==> config.mk <==
export PLATFORM = sky130hd
export DESIGN_NAME = pso_serializer
export DESIGN_NICKNAME = d
export VERILOG_FILES = /design/src/pso_pkg.sv /design/src/pso_serializer.sv
export SDC_FILE = /design/constraint.sdc
export NUM_CORES = 1
export LEC_CHECK = 0
export ABC_AREA = 1
export BUFFER_PORTS_ARGS = -buffer_cell sky130_fd_sc_hd__buf_4
export CAP_MARGIN = 10
export CORE_MARGIN = 2
export CORE_UTILIZATION = 30
export CTS_CLUSTER_SIZE = 8
export DETAILED_ROUTE_END_ITERATION = 7
export GPL_ROUTABILITY_DRIVEN = 0
export SYNTH_ARGS = -nofsm -noshare
export SYNTH_HDL_FRONTEND = slang
export SYNTH_SLANG_ARGS = --single-unit
==> constraint.sdc <==
create_clock -name i_clock -period 1.9 [get_ports i_clock]
set_clock_uncertainty 0.1 [all_clocks]
set_input_delay 0.095 -clock i_clock [delete_from_list [all_inputs] [get_ports i_clock]]
set_output_delay 0.095 -clock i_clock [all_outputs]
set_load 0.005 [all_outputs]
==> src/pso_pkg.sv <==
// ****************************************
// Shared constants of the serializer
// ****************************************
package pso_pkg;
  // Conversion widths
  localparam logic [3:0] WIDTH_FOUR  = 4'h4;
  localparam logic [3:0] WIDTH_EIGHT = 4'h8;
  // Last bit index and half-word boundary for each width
  localparam logic [2:0] LAST_IDX_FOUR  = 3'h3;
  localparam logic [2:0] LAST_IDX_EIGHT = 3'h7;
  localparam logic [2:0] HALF_IDX_FOUR  = 3'h2;
  localparam logic [2:0] HALF_IDX_EIGHT = 3'h4;
  // Parallel bit positions used by the reduced paths
  localparam int DATA_LOW_BIT  = 0;
  localparam int DATA_HIGH_BIT = 4;
  localparam int HIZ_LOW_BIT   = 1;
  localparam int HIZ_HIGH_BIT  = 5;
  // Reset and inversion defaults
  localparam logic INIT_VALUE_DEF  = 1'h0;
  localparam logic INVERT_OFF      = 1'h0;
  // Extra load stages for each width, which sets the fixed latency
  localparam logic [1:0] LOAD_STAGES_FOUR  = 2'h0;
  localparam logic [1:0] LOAD_STAGES_EIGHT = 2'h1;
endpackage : pso_pkg

==> src/pso_serializer.sv <==
// Operation
// - Width selectable 4 or 8, default 8, sets bits sent per slow period.
// - Single rate 2:1 or 4:1, double rate 4:1 or 8:1; no 8:1 single rate.
// - Parallel input 0 goes out first, then higher inputs in ascending order.
// - Parallel word is sampled on the fast clock and loaded on a slow clock edge; shifting runs on the fast clock.
// - Reset acts asynchronously; the driver releases it synchronously.
// - Tristate input reaches tristate output after three flops unless in bypass or emulation; high means high impedance.
// - Data flip-flops start at the configured initial value, default 0; tristate flip-flops start at 1.
// - Data bypass makes output follow input 0, else the word is serialized (inputs 0 and 4 in emulation).
// - Tristate bypass follows input 1, else emulation serializes inputs 1 and 5, else the tristate input.
// - Register emulation mode sends inputs 0 and 4 per slow clock period.
// - Fast clock, slow clock and reset each have a local inversion.
// - Latency from capture to output is fixed per width and differs.
// - No output enable, cascade, loopback or tristate byte functions.
`timescale 1ns/100ps
`default_nettype none
module pso_serializer #(
  parameter logic INIT_VALUE        = pso_pkg::INIT_VALUE_DEF,
  parameter logic FAST_CLOCK_INVERT = pso_pkg::INVERT_OFF,
  parameter logic SLOW_CLOCK_INVERT = pso_pkg::INVERT_OFF,
  parameter logic RESET_INVERT      = pso_pkg::INVERT_OFF
) (
  // Clock and reset
  input  wire logic       i_clock,
  input  wire logic       i_reset,
  // Parallel side
  input  wire logic       i_slow_parallel_clock,
  input  wire logic [7:0] i_parallel_data,
  input  wire logic       i_hiz_control,
  // Configuration
  input  wire logic       i_width_eight,
  input  wire logic       i_data_path_bypass,
  input  wire logic       i_hiz_path_bypass,
  input  wire logic       i_ddr_register_emulation,
  // Pad side
  output logic            o_serial_output,
  output logic            o_hiz_output
);

  // ****************************************
  // Local clock and reset inversion
  // ****************************************
  logic       clk_int;
  logic       reset_act;
  // Constant polarity choice, so no real gating on the clock tree
  assign clk_int   = i_clock ^ FAST_CLOCK_INVERT;
  assign reset_act = i_reset ^ RESET_INVERT;

  // ****************************************
  // Input synchronisers
  // ****************************************
  logic       slow_s1_reg;
  logic       slow_s2_reg;
  logic       slow_prev_reg;
  logic [7:0] data_s1_reg;
  logic [7:0] data_s2_reg;
  logic       hiz_s1_reg;
  logic       hiz_s2_reg;
  logic       slow_level;
  logic       slow_edge;

  // Two flops on every input from the slow domain or the pins
  always_ff @(posedge clk_int or posedge reset_act)
  begin
    if (reset_act)
    begin
      slow_s1_reg <= 1'h0;
      slow_s2_reg <= 1'h0;
      data_s1_reg <= {8{INIT_VALUE}};
      data_s2_reg <= {8{INIT_VALUE}};
      hiz_s1_reg  <= 1'h1;
      hiz_s2_reg  <= 1'h1;
    end
    else
    begin
      slow_s1_reg <= i_slow_parallel_clock;
      slow_s2_reg <= slow_s1_reg;
      data_s1_reg <= i_parallel_data;
      data_s2_reg <= data_s1_reg;
      hiz_s1_reg  <= i_hiz_control;
      hiz_s2_reg  <= hiz_s1_reg;
    end
  end

  // Slow clock edge seen in the fast domain
  assign slow_level = slow_s2_reg ^ SLOW_CLOCK_INVERT;
  assign slow_edge  = slow_level & ~slow_prev_reg;

  always_ff @(posedge clk_int or posedge reset_act)
  begin
    if (reset_act)
      slow_prev_reg <= SLOW_CLOCK_INVERT;  // Idle level, so no false edge after reset
    else
      slow_prev_reg <= slow_level;
  end

  // ****************************************
  // Word capture with width dependent latency
  // ****************************************
  logic       load_late_reg;
  logic       load_word;
  logic [7:0] word_reg;
  logic [2:0] bit_cnt_reg;
  logic [2:0] bit_cnt_next;
  logic       active_reg;
  logic [2:0] last_idx;
  logic [2:0] half_idx;

  // Width 8 waits one more edge, so each width has its own fixed latency
  assign load_word = i_width_eight ? load_late_reg : slow_edge;
  assign last_idx  = i_width_eight ? pso_pkg::LAST_IDX_EIGHT
                                   : pso_pkg::LAST_IDX_FOUR;
  // Half word marks the first bit index of the upper half of each word
  assign half_idx  = i_width_eight ? pso_pkg::HALF_IDX_EIGHT
                                   : pso_pkg::HALF_IDX_FOUR;

  always_ff @(posedge clk_int or posedge reset_act)
  begin
    if (reset_act)
      load_late_reg <= 1'h0;
    else
      load_late_reg <= slow_edge;
  end

  // Bit index stops on the last bit if the slow clock is late
  always_comb
  begin
    bit_cnt_next = bit_cnt_reg;
    if (load_word)
      bit_cnt_next = 3'h0;
    else if (active_reg && bit_cnt_reg != last_idx)
      bit_cnt_next = bit_cnt_reg + 3'h1;
  end

  always_ff @(posedge clk_int or posedge reset_act)
  begin
    if (reset_act)
    begin
      word_reg    <= {8{INIT_VALUE}};
      bit_cnt_reg <= 3'h0;
      active_reg  <= 1'h0;
    end
    else
    begin
      bit_cnt_reg <= bit_cnt_next;
      if (load_word)
      begin
        word_reg   <= data_s2_reg;
        active_reg <= 1'h1;
      end
    end
  end

  // ****************************************
  // Output paths
  // ****************************************
  logic       serial_next;
  logic       hiz_next;
  logic       upper_half;

  assign upper_half = (bit_cnt_reg >= half_idx);

  // Data path: bypass, register emulation pair, or full serial word
  always_comb
  begin
    serial_next = INIT_VALUE;
    if (i_data_path_bypass)
      serial_next = data_s2_reg[pso_pkg::DATA_LOW_BIT];
    else if (!active_reg)
      serial_next = INIT_VALUE;
    else if (i_ddr_register_emulation)
      serial_next = upper_half ? word_reg[pso_pkg::DATA_HIGH_BIT]
                               : word_reg[pso_pkg::DATA_LOW_BIT];
    else
      serial_next = word_reg[bit_cnt_reg];
  end

  // Tristate path; the plain path costs one flop so the pad sees a clean edge
  always_comb
  begin
    hiz_next = hiz_s2_reg;
    if (i_hiz_path_bypass)
      hiz_next = data_s2_reg[pso_pkg::HIZ_LOW_BIT];
    else if (i_ddr_register_emulation)
      hiz_next = upper_half ? word_reg[pso_pkg::HIZ_HIGH_BIT]
                            : word_reg[pso_pkg::HIZ_LOW_BIT];
    else
      hiz_next = hiz_s2_reg;
  end

  // No enable, cascade or loopback ports exist on purpose
  always_ff @(posedge clk_int or posedge reset_act)
  begin
    if (reset_act)
    begin
      o_serial_output <= INIT_VALUE;
      o_hiz_output    <= 1'h1;
    end
    else
    begin
      o_serial_output <= serial_next;
      o_hiz_output    <= hiz_next;
    end
  end

  // ****************************************
  // Assertions
  // ****************************************
  // Outputs are flops, so most checks look one edge after the values that feed them
  AST_RESET_INIT: assert property (@(posedge clk_int)
    reset_act |=> o_serial_output == INIT_VALUE)
    else $error("output not at initial value after reset");

  AST_LOAD_RESTART: assert property (@(posedge clk_int) disable iff (reset_act)
    load_word |=> bit_cnt_reg == 3'h0)
    else $error("serial index did not restart at input 0");

  AST_LAT_EIGHT: assert property (@(posedge clk_int) disable iff (reset_act)
    slow_edge && i_width_eight |=> load_word || !i_width_eight)
    else $error("width 8 load not one edge after slow edge");

  AST_LAT_FOUR: assert property (@(posedge clk_int) disable iff (reset_act)
    slow_edge && !i_width_eight |-> load_word)
    else $error("width 4 load not on slow edge");

  AST_DATA_BYPASS: assert property (@(posedge clk_int) disable iff (reset_act)
    i_data_path_bypass |=> o_serial_output == $past(data_s2_reg[0]))
    else $error("bypass output does not follow input 0");

  AST_SERIAL_ORDER: assert property (@(posedge clk_int) disable iff (reset_act)
    !i_data_path_bypass && !i_ddr_register_emulation && active_reg
    |=> o_serial_output == $past(word_reg[bit_cnt_reg]))
    else $error("serial bit out of order");

  AST_EMU_HIGH: assert property (@(posedge clk_int) disable iff (reset_act)
    !i_data_path_bypass && i_ddr_register_emulation && active_reg && upper_half
    |=> o_serial_output == $past(word_reg[4]))
    else $error("emulation second half not input 4");

  AST_HIZ_SERIAL: assert property (@(posedge clk_int) disable iff (reset_act)
    !i_hiz_path_bypass && i_ddr_register_emulation && !upper_half
    |=> o_hiz_output == $past(word_reg[1]))
    else $error("tristate first half not input 1");

  AST_HIZ_PLAIN: assert property (@(posedge clk_int) disable iff (reset_act)
    !i_hiz_path_bypass && !i_ddr_register_emulation
    |=> o_hiz_output == $past(hiz_s2_reg))
    else $error("tristate does not follow control input");

  AST_CNT_BOUND: assert property (@(posedge clk_int) disable iff (reset_act)
    $stable(i_width_eight) && active_reg |-> bit_cnt_reg <= last_idx)
    else $error("bit index beyond width");

  // Index and latency: a load on the edge itself would give both widths one latency
  AST_LAT_EIGHT_LATE: assert property (@(posedge clk_int) disable iff (reset_act)
    slow_edge && i_width_eight |-> !load_word)
    else $error("width 8 load came on the slow edge");

  // Index steps by one up to the last bit, where the counter holds
  AST_CNT_STEP: assert property (@(posedge clk_int) disable iff (reset_act)
    active_reg && !load_word && bit_cnt_reg != last_idx
    |=> bit_cnt_reg == $past(bit_cnt_reg) + 3'h1)
    else $error("serial index skipped an input");

  AST_IDLE_INIT: assert property (@(posedge clk_int) disable iff (reset_act)
    !i_data_path_bypass && !active_reg |=> o_serial_output == INIT_VALUE)
    else $error("output left initial value before first load");

  // Reduced paths: emulation halves and the tristate bypass
  AST_EMU_LOW: assert property (@(posedge clk_int) disable iff (reset_act)
    !i_data_path_bypass && i_ddr_register_emulation && active_reg && !upper_half
    |=> o_serial_output == $past(word_reg[0]))
    else $error("emulation first half not input 0");

  AST_HIZ_UPPER: assert property (@(posedge clk_int) disable iff (reset_act)
    !i_hiz_path_bypass && i_ddr_register_emulation && upper_half
    |=> o_hiz_output == $past(word_reg[5]))
    else $error("tristate second half not input 5");

  AST_HIZ_BYPASS: assert property (@(posedge clk_int) disable iff (reset_act)
    i_hiz_path_bypass |=> o_hiz_output == $past(data_s2_reg[1]))
    else $error("tristate bypass does not follow input 1");

  // Main scenarios worth seeing at least once

  COV_WIDTH_EIGHT: cover property (@(posedge clk_int) disable iff (reset_act)
    i_width_eight && bit_cnt_reg == 3'h7);
  COV_WIDTH_FOUR: cover property (@(posedge clk_int) disable iff (reset_act)
    !i_width_eight && load_word ##4 load_word);
  COV_EMULATION: cover property (@(posedge clk_int) disable iff (reset_act)
    i_ddr_register_emulation && active_reg && upper_half);
  COV_BYPASS: cover property (@(posedge clk_int) disable iff (reset_act)
    i_data_path_bypass && i_hiz_path_bypass && data_s2_reg[1]);

endmodule : pso_serializer
`default_nettype wire

==> summary.txt, run 1 <==
DRT
------------------------------------------------------------------------------------------
Aggregate routed wire length ................................................      2.10 mm
DRC marker count from the first detailed-route iteration ....................           24
Pre-antenna DRT Iters .......................................................            4
Via count ...................................................................          920
Count of nets left with antenna violations after detail routing .............            0
Average detailed-routed wire length per instance ............................      9.88 um
Final routed DRC violation total ............................................            0
Detail-routed via count per cell ............................................         4.34

TIMING
------------------------------------------------------------------------------------------
Min cycle time layout .......................................................      1.54 ns
Max_slew headroom ...........................................................        57.8%
Transition time at the pin with the least slew margin .......................     0.632 ns
Minimum setup slack in the final design .....................................     0.356 ns
TNS Setup ...................................................................         0 ns
Setup repair after global routing missed its margin .........................           no
Finish-stage setup viols ....................................................            0
Fmax achieved ...............................................................      648 MHz
Period utilisation layout ...................................................        81.3%
Final hold slack ............................................................     0.134 ns
Number of slew-limit violations in the final report .........................            0
Fin. Hold Viols .............................................................            0

YOSYS
------------------------------------------------------------------------------------------
Synthesized instance count ..................................................          121
Net count after synthesis ...................................................          140
Warnings from Yosys .........................................................            0
Syn_area_per_cell ...........................................................     10.9 um2
Netlist cell types ..........................................................           14
Synth Register Bits .........................................................           36
Mapped cell area ............................................................     1320 um2
Sequential share of the synthesized area ....................................        68.6%

CELLS AND AREA
------------------------------------------------------------------------------------------
Area growth from synthesis to final layout ..................................        33.5%
Net total in the final layout ...............................................          178
Post-route insts no fill ....................................................          212
Diodes inserted .............................................................            0
Share of final-layout standard cells stronger than drive strength 1 .........        21.9%

GRT
------------------------------------------------------------------------------------------
Global-route track usage on met2 ............................................        17.1%
Antenna violations before repair ............................................            0
Global-route wire length before repair ......................................      3.89 mm
Total global routing track utilization ......................................        10.4%
Met3 track demand over resource .............................................        5.05%
Met1 Track Usage GR .........................................................        11.1%
Global route overflow .......................................................            0
Busiest layer in global routing .............................................         met2
Largest net degree at the start of global routing ...........................           22
Number of global-route vias before repair ...................................          944

CLOCKING
------------------------------------------------------------------------------------------
Clock insertion delay at the later pin of the skew report ...................      0.28 ns
TritonCTS clock tree ........................................................        built
Clock edge transition at the registers on the reported setup and hold paths .      0.07 ns
Maximum count of clock buffers along a single path ..........................            2
Num Clock Sinks .............................................................           36
Clock Tree Root ............................................................. sky130_fd_sc_hd__clkbuf_8
Number of resized instances in the post-cts repair step .....................            0
Setup fix buffers added after clock tree synthesis ..........................            0
Inserted Clock Buffers ......................................................            5
Maximum level of the CTS H-tree .............................................            2

SETUP PATH
------------------------------------------------------------------------------------------
Buf+Inv Stages, Crit Path ...................................................            1
Largest stage delay on the critical path ....................................      0.42 ns
CP arrival ..................................................................      1.60 ns
Startpoint Class ............................................................    flip-flop
Most used cell along the critical path ...................................... sky130_fd_sc_hd__a21oi_1
Critical path peak fanout ...................................................            4
Required arrival time at the worst endpoint .................................      1.96 ns
Slowest cell on the critical path ........................................... sky130_fd_sc_hd__dfrtp_1
Crit-path cells ............................................................. ha_1 > a21oi_1 > inv_1 > o21ai_0 > a21oi_1
Critical path class .........................................................   reg -> reg
Cell family contributing the most delay on the critical path ................ compound AO/OA/AOI/OAI gates
Nature of the critical path endpoint ........................................    flip-flop

PWR
------------------------------------------------------------------------------------------
Clk pwr share ...............................................................        31.4%
Pwr dens ....................................................................  1040 nW/um2
Sequential cell fraction of total power .....................................        49.3%
Pleak .......................................................................     0.873 nW
Internal cell power .........................................................    0.00134 W
Net Sw Power ................................................................   0.000492 W
Net Sw Frac .................................................................        26.9%
Gate power share ............................................................        19.3%
Final Total Pwr .............................................................    0.00183 W
Largest voltage drop on the vdd net .........................................       437 uV

FLOORPLANNING
------------------------------------------------------------------------------------------
Die X .......................................................................      70.3 um
Effective utilization at floorplan ..........................................        30.7%
Core outline area ...........................................................     4290 um2
Number of ports placed on the die boundary ..................................           18
Die Span Y ..................................................................      70.3 um
Die Footprint ...............................................................     4940 um2
Standard-cell row count .....................................................           24

RUN STATUS
------------------------------------------------------------------------------------------
Outcome ..................................................................... finished clean

PLACED DESIGN
------------------------------------------------------------------------------------------
Number of I/O port buffers ..................................................           17
# placed instances ..........................................................          190
Total half-perimeter wirelength after legalization and detailed placement ...      1.46 mm
Worst slack, placed .........................................................     0.372 ns

RUN
------------------------------------------------------------------------------------------
Reported max-cap violation count ............................................            0

MIN PATH
------------------------------------------------------------------------------------------
Classification of the worst-slack hold path .................................    in -> reg

## layout make-up
type | count | area, um2
clock buffer | 8 | 100
inverter | 14 | 52.6
fill | 406 | 2530
timing repair buffer | 32 | 288
multi-input combinational | 70 | 350
tap | 52 | 65.1
sequential | 36 | 905
## stage by stage
stage | utilization (%) | instance area [um2]
floorplan | - | 1320
CTS | 41.0 | 1760
detailed placement | 35.4 | 1520
global placement | 35.4 | 1520
global route | 41.0 | 1760
finish | 41.0 | 1760
## power by group through the flow
stage	combinational (W)	clock (W)	sequential [W]
floorplan	0.000241	0	0.000902
global placement	0.000316	0	0.000911
global route	0.000412	0.000646	0.000912
detailed placement	0.000330	0	0.000916
finish	0.000352	0.000575	0.000902
CTS	0.000355	0.000601	0.000902
## final timing paths
| check | startpoint | end | slack, ns | depth (start not counted) |
|---|---|---|---|---|
| setup / recovery | bit_cnt_reg[2] | bit_cnt_reg[0] | 0.36 | 5 |
| hold / removal | i_width_eight | active_reg | 0.13 | 5 |
| setup reg to reg | bit_cnt_reg[2] | bit_cnt_reg[0] | 0.36 | 5 |
| hold reg to reg | data_s1_reg[4] | data_s2_reg[4] | 0.25 | 0 |
| max in group asynchronous | i_reset | slow_level | 0.82 | 4 |
| min in group asynchronous | i_reset | data_s2_reg[4] | 0.35 | 3 |
## synth_stat cells (all sizes together)
library cell / count / area share, %
nand2: 36 / 10
nor2: 6 / 1.7
o21ai: 5 / 3.6
buf: 1 / 0.85
nand3: 14 / 5.3
a21oi: 5 / 1.9
dfstp: 3 / 6.0
dfrtp: 33 / 63
a211oi: 1 / 0.95
ha: 3 / 2.8
inv: 14 / 4.0
## cells by family after synthesis
kind of cell	Yosys count	share of synthesized area, %
AO/OA/AOI/OAI	11	6.45
AND/OR/NAND/NOR	56	17.3
buffers and inverters	15	4.84
flip-flops	36	68.6
adder cells (fa/ha/maj)	3	2.85
## layer usage
| layer | part of all wire [%] | wire length (um) |
|---|---|---|
| met5 | 0 | 0 |
| met4 | 2.1 | 45 |
| met3 | 5.1 | 107 |
| met2 | 50 | 1050 |
| met1 | 43 | 895 |
## tightest hold or removal path: stages
cell and delay [ns]:
sky130_fd_sc_hd__buf_4 0.08, sky130_fd_sc_hd__inv_2 0.06, sky130_fd_sc_hd__o21ai_2 0.08, sky130_fd_sc_hd__o21ai_4 0.11, sky130_fd_sc_hd__nand2_1 0.07
## placed cells by master, fill, tap and decap left out
| cell | n |
|---|---|
| sky130_fd_sc_hd__buf_12 | 1 |
| sky130_fd_sc_hd__o21ai_0 | 1 |
| sky130_fd_sc_hd__clkbuf_1 | 1 |
| sky130_fd_sc_hd__buf_4 | 17 |
| sky130_fd_sc_hd__clkbuf_8 | 7 |
| sky130_fd_sc_hd__inv_2 | 2 |
| sky130_fd_sc_hd__o21ai_4 | 1 |
| sky130_fd_sc_hd__a21oi_1 | 5 |
| sky130_fd_sc_hd__dfrtp_1 | 33 |
| sky130_fd_sc_hd__nand2_1 | 36 |
| sky130_fd_sc_hd__nand3_1 | 14 |
| sky130_fd_sc_hd__ha_1 | 3 |
| sky130_fd_sc_hd__dfstp_2 | 3 |
| sky130_fd_sc_hd__a211oi_2 | 1 |
| sky130_fd_sc_hd__inv_1 | 12 |
| sky130_fd_sc_hd__o21ai_2 | 3 |
| sky130_fd_sc_hd__nor2_1 | 6 |
| sky130_fd_sc_hd__dlygate4sd3_1 | 14 |
## timing repair
| action | 4_1_cts | 5_1_grt |
|---|---|---|
| endpoints found under the setup margin | 0 | 0 |
| hold buffers | 14 | 0 |
| hold endpoints to repair | 24 | 0 |
Power figures use the tool's default switching activity.
==> inputs of run 2 (changes only) <==
==> constraint.sdc (replaced) <==
create_clock -name i_clock -period 1.59 [get_ports i_clock]
set_clock_uncertainty 0.1 [all_clocks]
set_input_delay 0.0795 -clock i_clock [delete_from_list [all_inputs] [get_ports i_clock]]
set_output_delay 0.0795 -clock i_clock [all_outputs]
set_load 0.005 [all_outputs]
==> summary.txt, run 2 (same netlist as run 1, synthesis figures left out) <==
RUN STATUS
------------------------------------------------------------------------------------------
Outcome ..................................................................... finished clean

GRT
------------------------------------------------------------------------------------------
Global route overflow .......................................................            0
Antenna violations before repair ............................................            0
Number of global-route vias before repair ...................................          942
Largest net degree at the start of global routing ...........................           37
Global-route wire length before repair ......................................      4.02 mm
Total global routing track utilization ......................................        10.7%

DRT
------------------------------------------------------------------------------------------
Via count ...................................................................          925
DRC marker count from the first detailed-route iteration ....................           56
Count of nets left with antenna violations after detail routing .............            0
Routed length on met2 .......................................................      1.18 mm
Pre-antenna DRT Iters .......................................................            4
Detail-routed via count per cell ............................................         4.34
Met1 Routed Length ..........................................................       989 um
Final routed DRC violation total ............................................            0
Aggregate routed wire length ................................................      2.33 mm
Average detailed-routed wire length per instance ............................      10.9 um
Uppermost layer routed ......................................................         met4
Total length of routed met3 wires ...........................................       104 um

SETUP PATH
------------------------------------------------------------------------------------------
CP arrival ..................................................................      1.53 ns
CP Launch Point ............................................................. bit_cnt_reg[0]
Startpoint of the lowest-slack register-to-register path .................... bit_cnt_reg[0]
Slowest cell on the critical path ........................................... sky130_fd_sc_hd__dfrtp_1
Startpoint Class ............................................................    flip-flop
Reg2reg end ................................................................. bit_cnt_reg[0]
Nature of the critical path endpoint ........................................    flip-flop
Internal reg-to-reg setup slack .............................................      0.12 ns
Critical path class .........................................................   reg -> reg
Required arrival time at the worst endpoint .................................      1.65 ns
Critical path peak fanout ...................................................            6
Crit-path cells ............................................................. ha_1 > a21oi_2 > inv_1 > o21ai_0 > a21oi_1
Largest stage delay on the critical path ....................................      0.45 ns
Cell count of the worst reg-to-reg path .....................................            5

CLOCKING
------------------------------------------------------------------------------------------
Clock insertion delay at the later pin of the skew report ...................      0.28 ns
Inserted Clock Buffers ......................................................            5
TritonCTS clock tree ........................................................        built
Clock edge transition at the registers on the reported setup and hold paths .      0.07 ns
Maximum count of clock buffers along a single path ..........................            2
Clock Tree Root ............................................................. sky130_fd_sc_hd__clkbuf_8
Maximum level of the CTS H-tree .............................................            2
Num Clock Sinks .............................................................           36

PLACED DESIGN
------------------------------------------------------------------------------------------
Worst slack, placed .........................................................    0.0665 ns
Area of placed instances ....................................................     1510 um2
Number of I/O port buffers ..................................................           17
Total half-perimeter wirelength after legalization and detailed placement ...      1.46 mm
# placed instances ..........................................................          190

TIMING
------------------------------------------------------------------------------------------
Period utilisation layout ...................................................        92.5%
Setup repair after global routing missed its margin .........................           no
Minimum setup slack in the final design .....................................     0.119 ns
Fmax achieved ...............................................................      680 MHz
Transition time at the pin with the least slew margin .......................     0.442 ns
Final hold slack ............................................................     0.135 ns
Fin. Hold Viols .............................................................            0
Max_slew headroom ...........................................................        70.5%
TNS Setup ...................................................................         0 ns
Finish-stage setup viols ....................................................            0
Min cycle time layout .......................................................      1.47 ns
Number of slew-limit violations in the final report .........................            0

CELLS AND AREA
------------------------------------------------------------------------------------------
Area of combinational cells with multiple inputs ............................      374 um2
Commonest non-fill, non-tap cell in the layout .............................. sky130_fd_sc_hd__nand2_1
Net total in the final layout ...............................................          179
Final-layout fill cell count ................................................          422
Post-route insts no fill ....................................................          213
Reg area ....................................................................      905 um2
Diodes inserted .............................................................            0
Share of final-layout standard cells stronger than drive strength 1 .........        24.2%
Highest-count cells in the layout ignoring fill and taps .................... sky130_fd_sc_hd__nand2_1 (36), sky130_fd_sc_hd__dfrtp_1 (33), sky130_fd_sc_hd__buf_4 (19)
Area growth from synthesis to final layout ..................................        33.4%
Post-route cell area ........................................................     1760 um2

PWR
------------------------------------------------------------------------------------------
Gate power share ............................................................        21.9%
Clk pwr share ...............................................................        27.8%
Net Sw Frac .................................................................        28.4%
Internal cell power .........................................................    0.00154 W
Pleak .......................................................................     0.863 nW
Sequential cell fraction of total power .....................................        50.3%
Net Sw Power ................................................................   0.000612 W
Pwr dens ....................................................................  1220 nW/um2
Largest voltage drop on the vdd net .........................................       480 uV

FLOORPLANNING
------------------------------------------------------------------------------------------
Core outline area ...........................................................     4290 um2
Effective utilization at floorplan ..........................................        30.7%
Die Footprint ...............................................................     4940 um2
Standard-cell row count .....................................................           24
Die X .......................................................................      70.3 um
Number of ports placed on the die boundary ..................................           18
Die Span Y ..................................................................      70.3 um

RUN
------------------------------------------------------------------------------------------
Reported max-cap violation count ............................................            0

MIN PATH
------------------------------------------------------------------------------------------
Hold Path Stages ............................................................            5
Hold path startpoint ........................................................ i_width_eight
Classification of the worst-slack hold path .................................    in -> reg
Capture endpoint of the worst hold path .....................................   active_reg

run 2: metrics by stage:
| step | utilization [%] | power, W |
|---|---|---|
| 3_3_place_gp | 35.1 | 0.00146 |
| 2_1_floorplan | - | 0.00137 |
| 4_1_cts | 40.2 | 0.00213 |
| 3_5_place_dp | 35.1 | 0.00149 |
| 5_1_grt | 41.0 | 0.00230 |
| 6_report | 41.0 | 0.00215 |
run 2: timing repair:
item / CTS / global route
gates resized for setup: 0 / 5
hold endpoints to repair: 45 / 0
setup buffers: 0 / 1
hold buffers: 14 / 0
setup endpoints to repair: 0 / 4
run 2: how the worst max path moves through the flow:
stage,cells after the start,endpoint,slack (ns)
2_1_floorplan,9,o_serial_output,0.17
3_3_place_gp,5,bit_cnt_reg[0],0.12
3_5_place_dp,5,bit_cnt_reg[0],0.07
4_1_cts,4,bit_cnt_reg[1],0.04
5_1_grt,9,o_serial_output,0.05
6_report,5,bit_cnt_reg[0],0.12
run 2: routing by layer:
metal  up-vias  global-route usage [%]
met5         -                       0
met4         0                    5.13
met3         5                    4.33
met2        26                    18.0
met1       439                    11.5
li1        455                       -
run 2: cell type report:
| class | count | share of cell area [%] |
|---|---|---|
| clock buffer | 8 | 4.55 |
| timing repair buffer | 33 | 16.1 |
| multi-input combinational | 70 | 21.3 |
| inverter | 14 | 2.99 |
| sequential | 36 | 51.4 |
| tap | 52 | 3.70 |
run 2: power by group through the flow:
stage / logic (W) / registers [W] / clock network (W)
3_3_place_gp: 0.000373 / 0.00109 / 0
6_report: 0.000472 / 0.00108 / 0.000599
3_5_place_dp: 0.000394 / 0.00109 / 0
4_1_cts: 0.000426 / 0.00108 / 0.000628
2_1_floorplan: 0.000288 / 0.00108 / 0
5_1_grt: 0.000539 / 0.00110 / 0.000665
run 2: worst max-delay path, delay by kind of cell, from the launching register on:
kind,cells,cell delay [ns]
buffers and inverters,1,0.11
AO/OA/AOI/OAI,3,0.40
adder cells (fa/ha/maj),1,0.28
flip-flops,1,0.45
==> inputs of run 3 (changes only) <==
--- a/config.mk
+++ b/config.mk
@@ -13,6 +13,7 @@
 export CTS_CLUSTER_SIZE = 8
 export DETAILED_ROUTE_END_ITERATION = 7
 export GPL_ROUTABILITY_DRIVEN = 0
+export HOLD_SLACK_MARGIN = 0.15
 export SYNTH_ARGS = -nofsm -noshare
 export SYNTH_HDL_FRONTEND = slang
 export SYNTH_SLANG_ARGS = --single-unit
==> constraint.sdc (replaced) <==
create_clock -name i_clock -period 1.25 [get_ports i_clock]
set_clock_uncertainty 0.1 [all_clocks]
set_input_delay 0.0625 -clock i_clock [delete_from_list [all_inputs] [get_ports i_clock]]
set_output_delay 0.0625 -clock i_clock [all_outputs]
set_load 0.005 [all_outputs]
==> summary.txt, run 3 (same netlist as run 1, synthesis figures left out) <==
GRT
------------------------------------------------------------------------------------------
Largest net degree at the start of global routing ...........................           37
Global-route wire length before repair ......................................      4.04 mm
Total global routing track utilization ......................................        10.5%
Number of global-route vias before repair ...................................          980
Antenna violations before repair ............................................            0
Global route overflow .......................................................            0

DRT
------------------------------------------------------------------------------------------
Average detailed-routed wire length per instance ............................      10.3 um
Via count ...................................................................          928
Pre-antenna DRT Iters .......................................................            4
Detail-routed via count per cell ............................................         4.20
Aggregate routed wire length ................................................      2.28 mm
DRC marker count from the first detailed-route iteration ....................           38
Count of nets left with antenna violations after detail routing .............            0
Final routed DRC violation total ............................................            0

TIMING
------------------------------------------------------------------------------------------
Min cycle time layout .......................................................      1.37 ns
Setup repair after global routing missed its margin .........................          yes
Transition time at the pin with the least slew margin .......................     0.266 ns
Minimum setup slack in the final design .....................................    -0.115 ns
Fin. Hold Viols .............................................................            0
Finish-stage setup viols ....................................................            5
Max_slew headroom ...........................................................        82.2%
Fmax achieved ...............................................................      733 MHz
Period utilisation layout ...................................................         109%
Number of slew-limit violations in the final report .........................            0

PWR
------------------------------------------------------------------------------------------
Sequential cell fraction of total power .....................................        43.8%
Pwr dens ....................................................................  1650 nW/um2
Gate power share ............................................................        23.8%
Internal cell power .........................................................    0.00225 W
Largest voltage drop on the vdd net .........................................       717 uV
Net Sw Frac .................................................................        27.3%
Pleak .......................................................................     0.918 nW
Net Sw Power ................................................................   0.000847 W
Clk pwr share ...............................................................        32.3%
Final Total Pwr .............................................................    0.00310 W

FLOORPLANNING
------------------------------------------------------------------------------------------
Standard-cell row count .....................................................           24
Number of ports placed on the die boundary ..................................           18
Die X .......................................................................      70.3 um
Die Footprint ...............................................................     4940 um2
Die Span Y ..................................................................      70.3 um
Effective utilization at floorplan ..........................................        30.7%
Core outline area ...........................................................     4290 um2

CELLS AND AREA
------------------------------------------------------------------------------------------
Area of combinational cells with multiple inputs ............................      385 um2
Commonest non-fill, non-tap cell in the layout .............................. sky130_fd_sc_hd__nand2_1
Area growth from synthesis to final layout ..................................        42.3%
Diodes inserted .............................................................            0
Reg area ....................................................................      905 um2
Share of final-layout standard cells stronger than drive strength 1 .........        32.0%
Highest-count cells in the layout ignoring fill and taps .................... sky130_fd_sc_hd__nand2_1 (36), sky130_fd_sc_hd__dfrtp_1 (33), sky130_fd_sc_hd__buf_4 (26)
Net total in the final layout ...............................................          187
Post-route cell area ........................................................     1880 um2
Final-layout fill cell count ................................................          402

CLOCKING
------------------------------------------------------------------------------------------
Maximum level of the CTS H-tree .............................................            2
Num Clock Sinks .............................................................           36
Maximum count of clock buffers along a single path ..........................            2
TritonCTS clock tree ........................................................        built
Clock Tree Root ............................................................. sky130_fd_sc_hd__clkbuf_8
Clock edge transition at the registers on the reported setup and hold paths .      0.07 ns
Inserted Clock Buffers ......................................................            5
Clock insertion delay at the later pin of the skew report ...................      0.28 ns

PLACED DESIGN
------------------------------------------------------------------------------------------
Area of placed instances ....................................................     1590 um2
Total half-perimeter wirelength after legalization and detailed placement ...      1.49 mm
Number of I/O port buffers ..................................................           17

SETUP PATH
------------------------------------------------------------------------------------------
Most used cell along the critical path ...................................... sky130_fd_sc_hd__nand2_1
Slowest cell on the critical path ........................................... sky130_fd_sc_hd__dfrtp_1
CP arrival ..................................................................      1.45 ns
Cell family contributing the most delay on the critical path ................ simple AND/OR/NAND/NOR gates
Nature of the critical path endpoint ........................................    flip-flop
Crit-path cells ............................................................. ha_4 > inv_2 > nor2_1 > nor2_2 > nand2_1 > nand2_1 > nand3_1 > nand3_1 > nand2_1
Buf+Inv Stages, Crit Path ...................................................            1
Critical path class .........................................................   reg -> reg
Startpoint Class ............................................................    flip-flop
Largest stage delay on the critical path ....................................      0.41 ns
Required arrival time at the worst endpoint .................................      1.33 ns
Critical path peak fanout ...................................................            3

RUN
------------------------------------------------------------------------------------------
Reported max-cap violation count ............................................            0

RUN STATUS
------------------------------------------------------------------------------------------
Outcome ..................................................................... finished, violations left
Failing checks .............................................................. negative setup slack

MIN PATH
------------------------------------------------------------------------------------------
Classification of the worst-slack hold path .................................    in -> reg

[run 3: cell count changes in the layout (fill, tap and decap cells not counted), sizes merged]
cell,change
clkbuf,-3
bufinv,+1
clkinv,+1
buf,+8
clkinvlp,+1
[run 3: metal layers]
layer | global-route usage (%) | part of all wire (%) | vias up
li1 | - | - | 472
met1 | 12.7 | 47 | 426
met2 | 16.6 | 45 | 22
met3 | 3.61 | 5.5 | 8
met4 | 5.34 | 2.0 | 0
met5 | 0 | 0 | -
[run 3: metrics by stage]
step,hold WS (ns),TNS [ns],setup WS (ns),instances,util (%)
3_3_place_gp,0.0279,-0.434,-0.123,198,37.1
5_1_grt,0.252,-0.896,-0.218,221,43.7
3_5_place_dp,0.0320,-0.608,-0.166,198,37.1
4_1_cts,0.202,-0.627,-0.159,220,42.9
6_report,0.207,-0.392,-0.115,221,43.7
2_1_floorplan,-0.0330,-0.370,-0.109,121,-
[run 3: worst register-to-register path, delay by kind of cell, from the launching register on]
kind | cells | cell delay, ns
and+or+nand+nor | 7 | 0.47
buffers and inverters | 1 | 0.04
adders and majority gates | 1 | 0.24
DFF | 1 | 0.41
[run 3: final cells by class]
type                    count  area share (%)
clock buffers               5            3.67
clock inverters             3            2.27
inverters                  14            2.93
multi-input cells          70            20.5
flip-flops and latches     36            48.2
well taps                  52            3.47
repair buffers             41            18.9
[run 3: power groups by stage]
| stage | Clock [W] | Sequential [W] | Combinational, W |
|---|---|---|---|
| detailed placement | 0 | 0.00138 | 0.000628 |
| global placement | 0 | 0.00137 | 0.000609 |
| CTS | 0.00103 | 0.00136 | 0.000674 |
| floorplan | 0 | 0.00138 | 0.000381 |
| finish | 0.00100 | 0.00136 | 0.000738 |
| global route | 0.00108 | 0.00137 | 0.000840 |
[run 3: path summary, 6_finish.rpt]
| path | from | endpoint | slack (ns) | depth (start not counted) |
|---|---|---|---|---|
| max in group asynchronous | i_reset | hiz_s1_reg | 0.53 | 4 |
| max | bit_cnt_reg[2] | o_serial_output | -0.12 | 9 |
| min reg2reg | slow_s1_reg | slow_level | 0.25 | 0 |
| max reg2reg | bit_cnt_reg[2] | o_serial_output | -0.12 | 9 |
| min | i_width_eight | active_reg | 0.21 | 5 |
| min in group asynchronous | i_reset | data_s1_reg[4] | 0.27 | 4 |
[run 3: timing repair]
| item | CTS | global route |
|---|---|---|
| pin swaps | 3 | 1 |
| gates resized for setup | 0 | 8 |
| endpoints found under the setup margin | 5 | 8 |
| hold endpoints to repair | 48 | 0 |
| setup buffers | 0 | 1 |
| hold buffers | 14 | 0 |
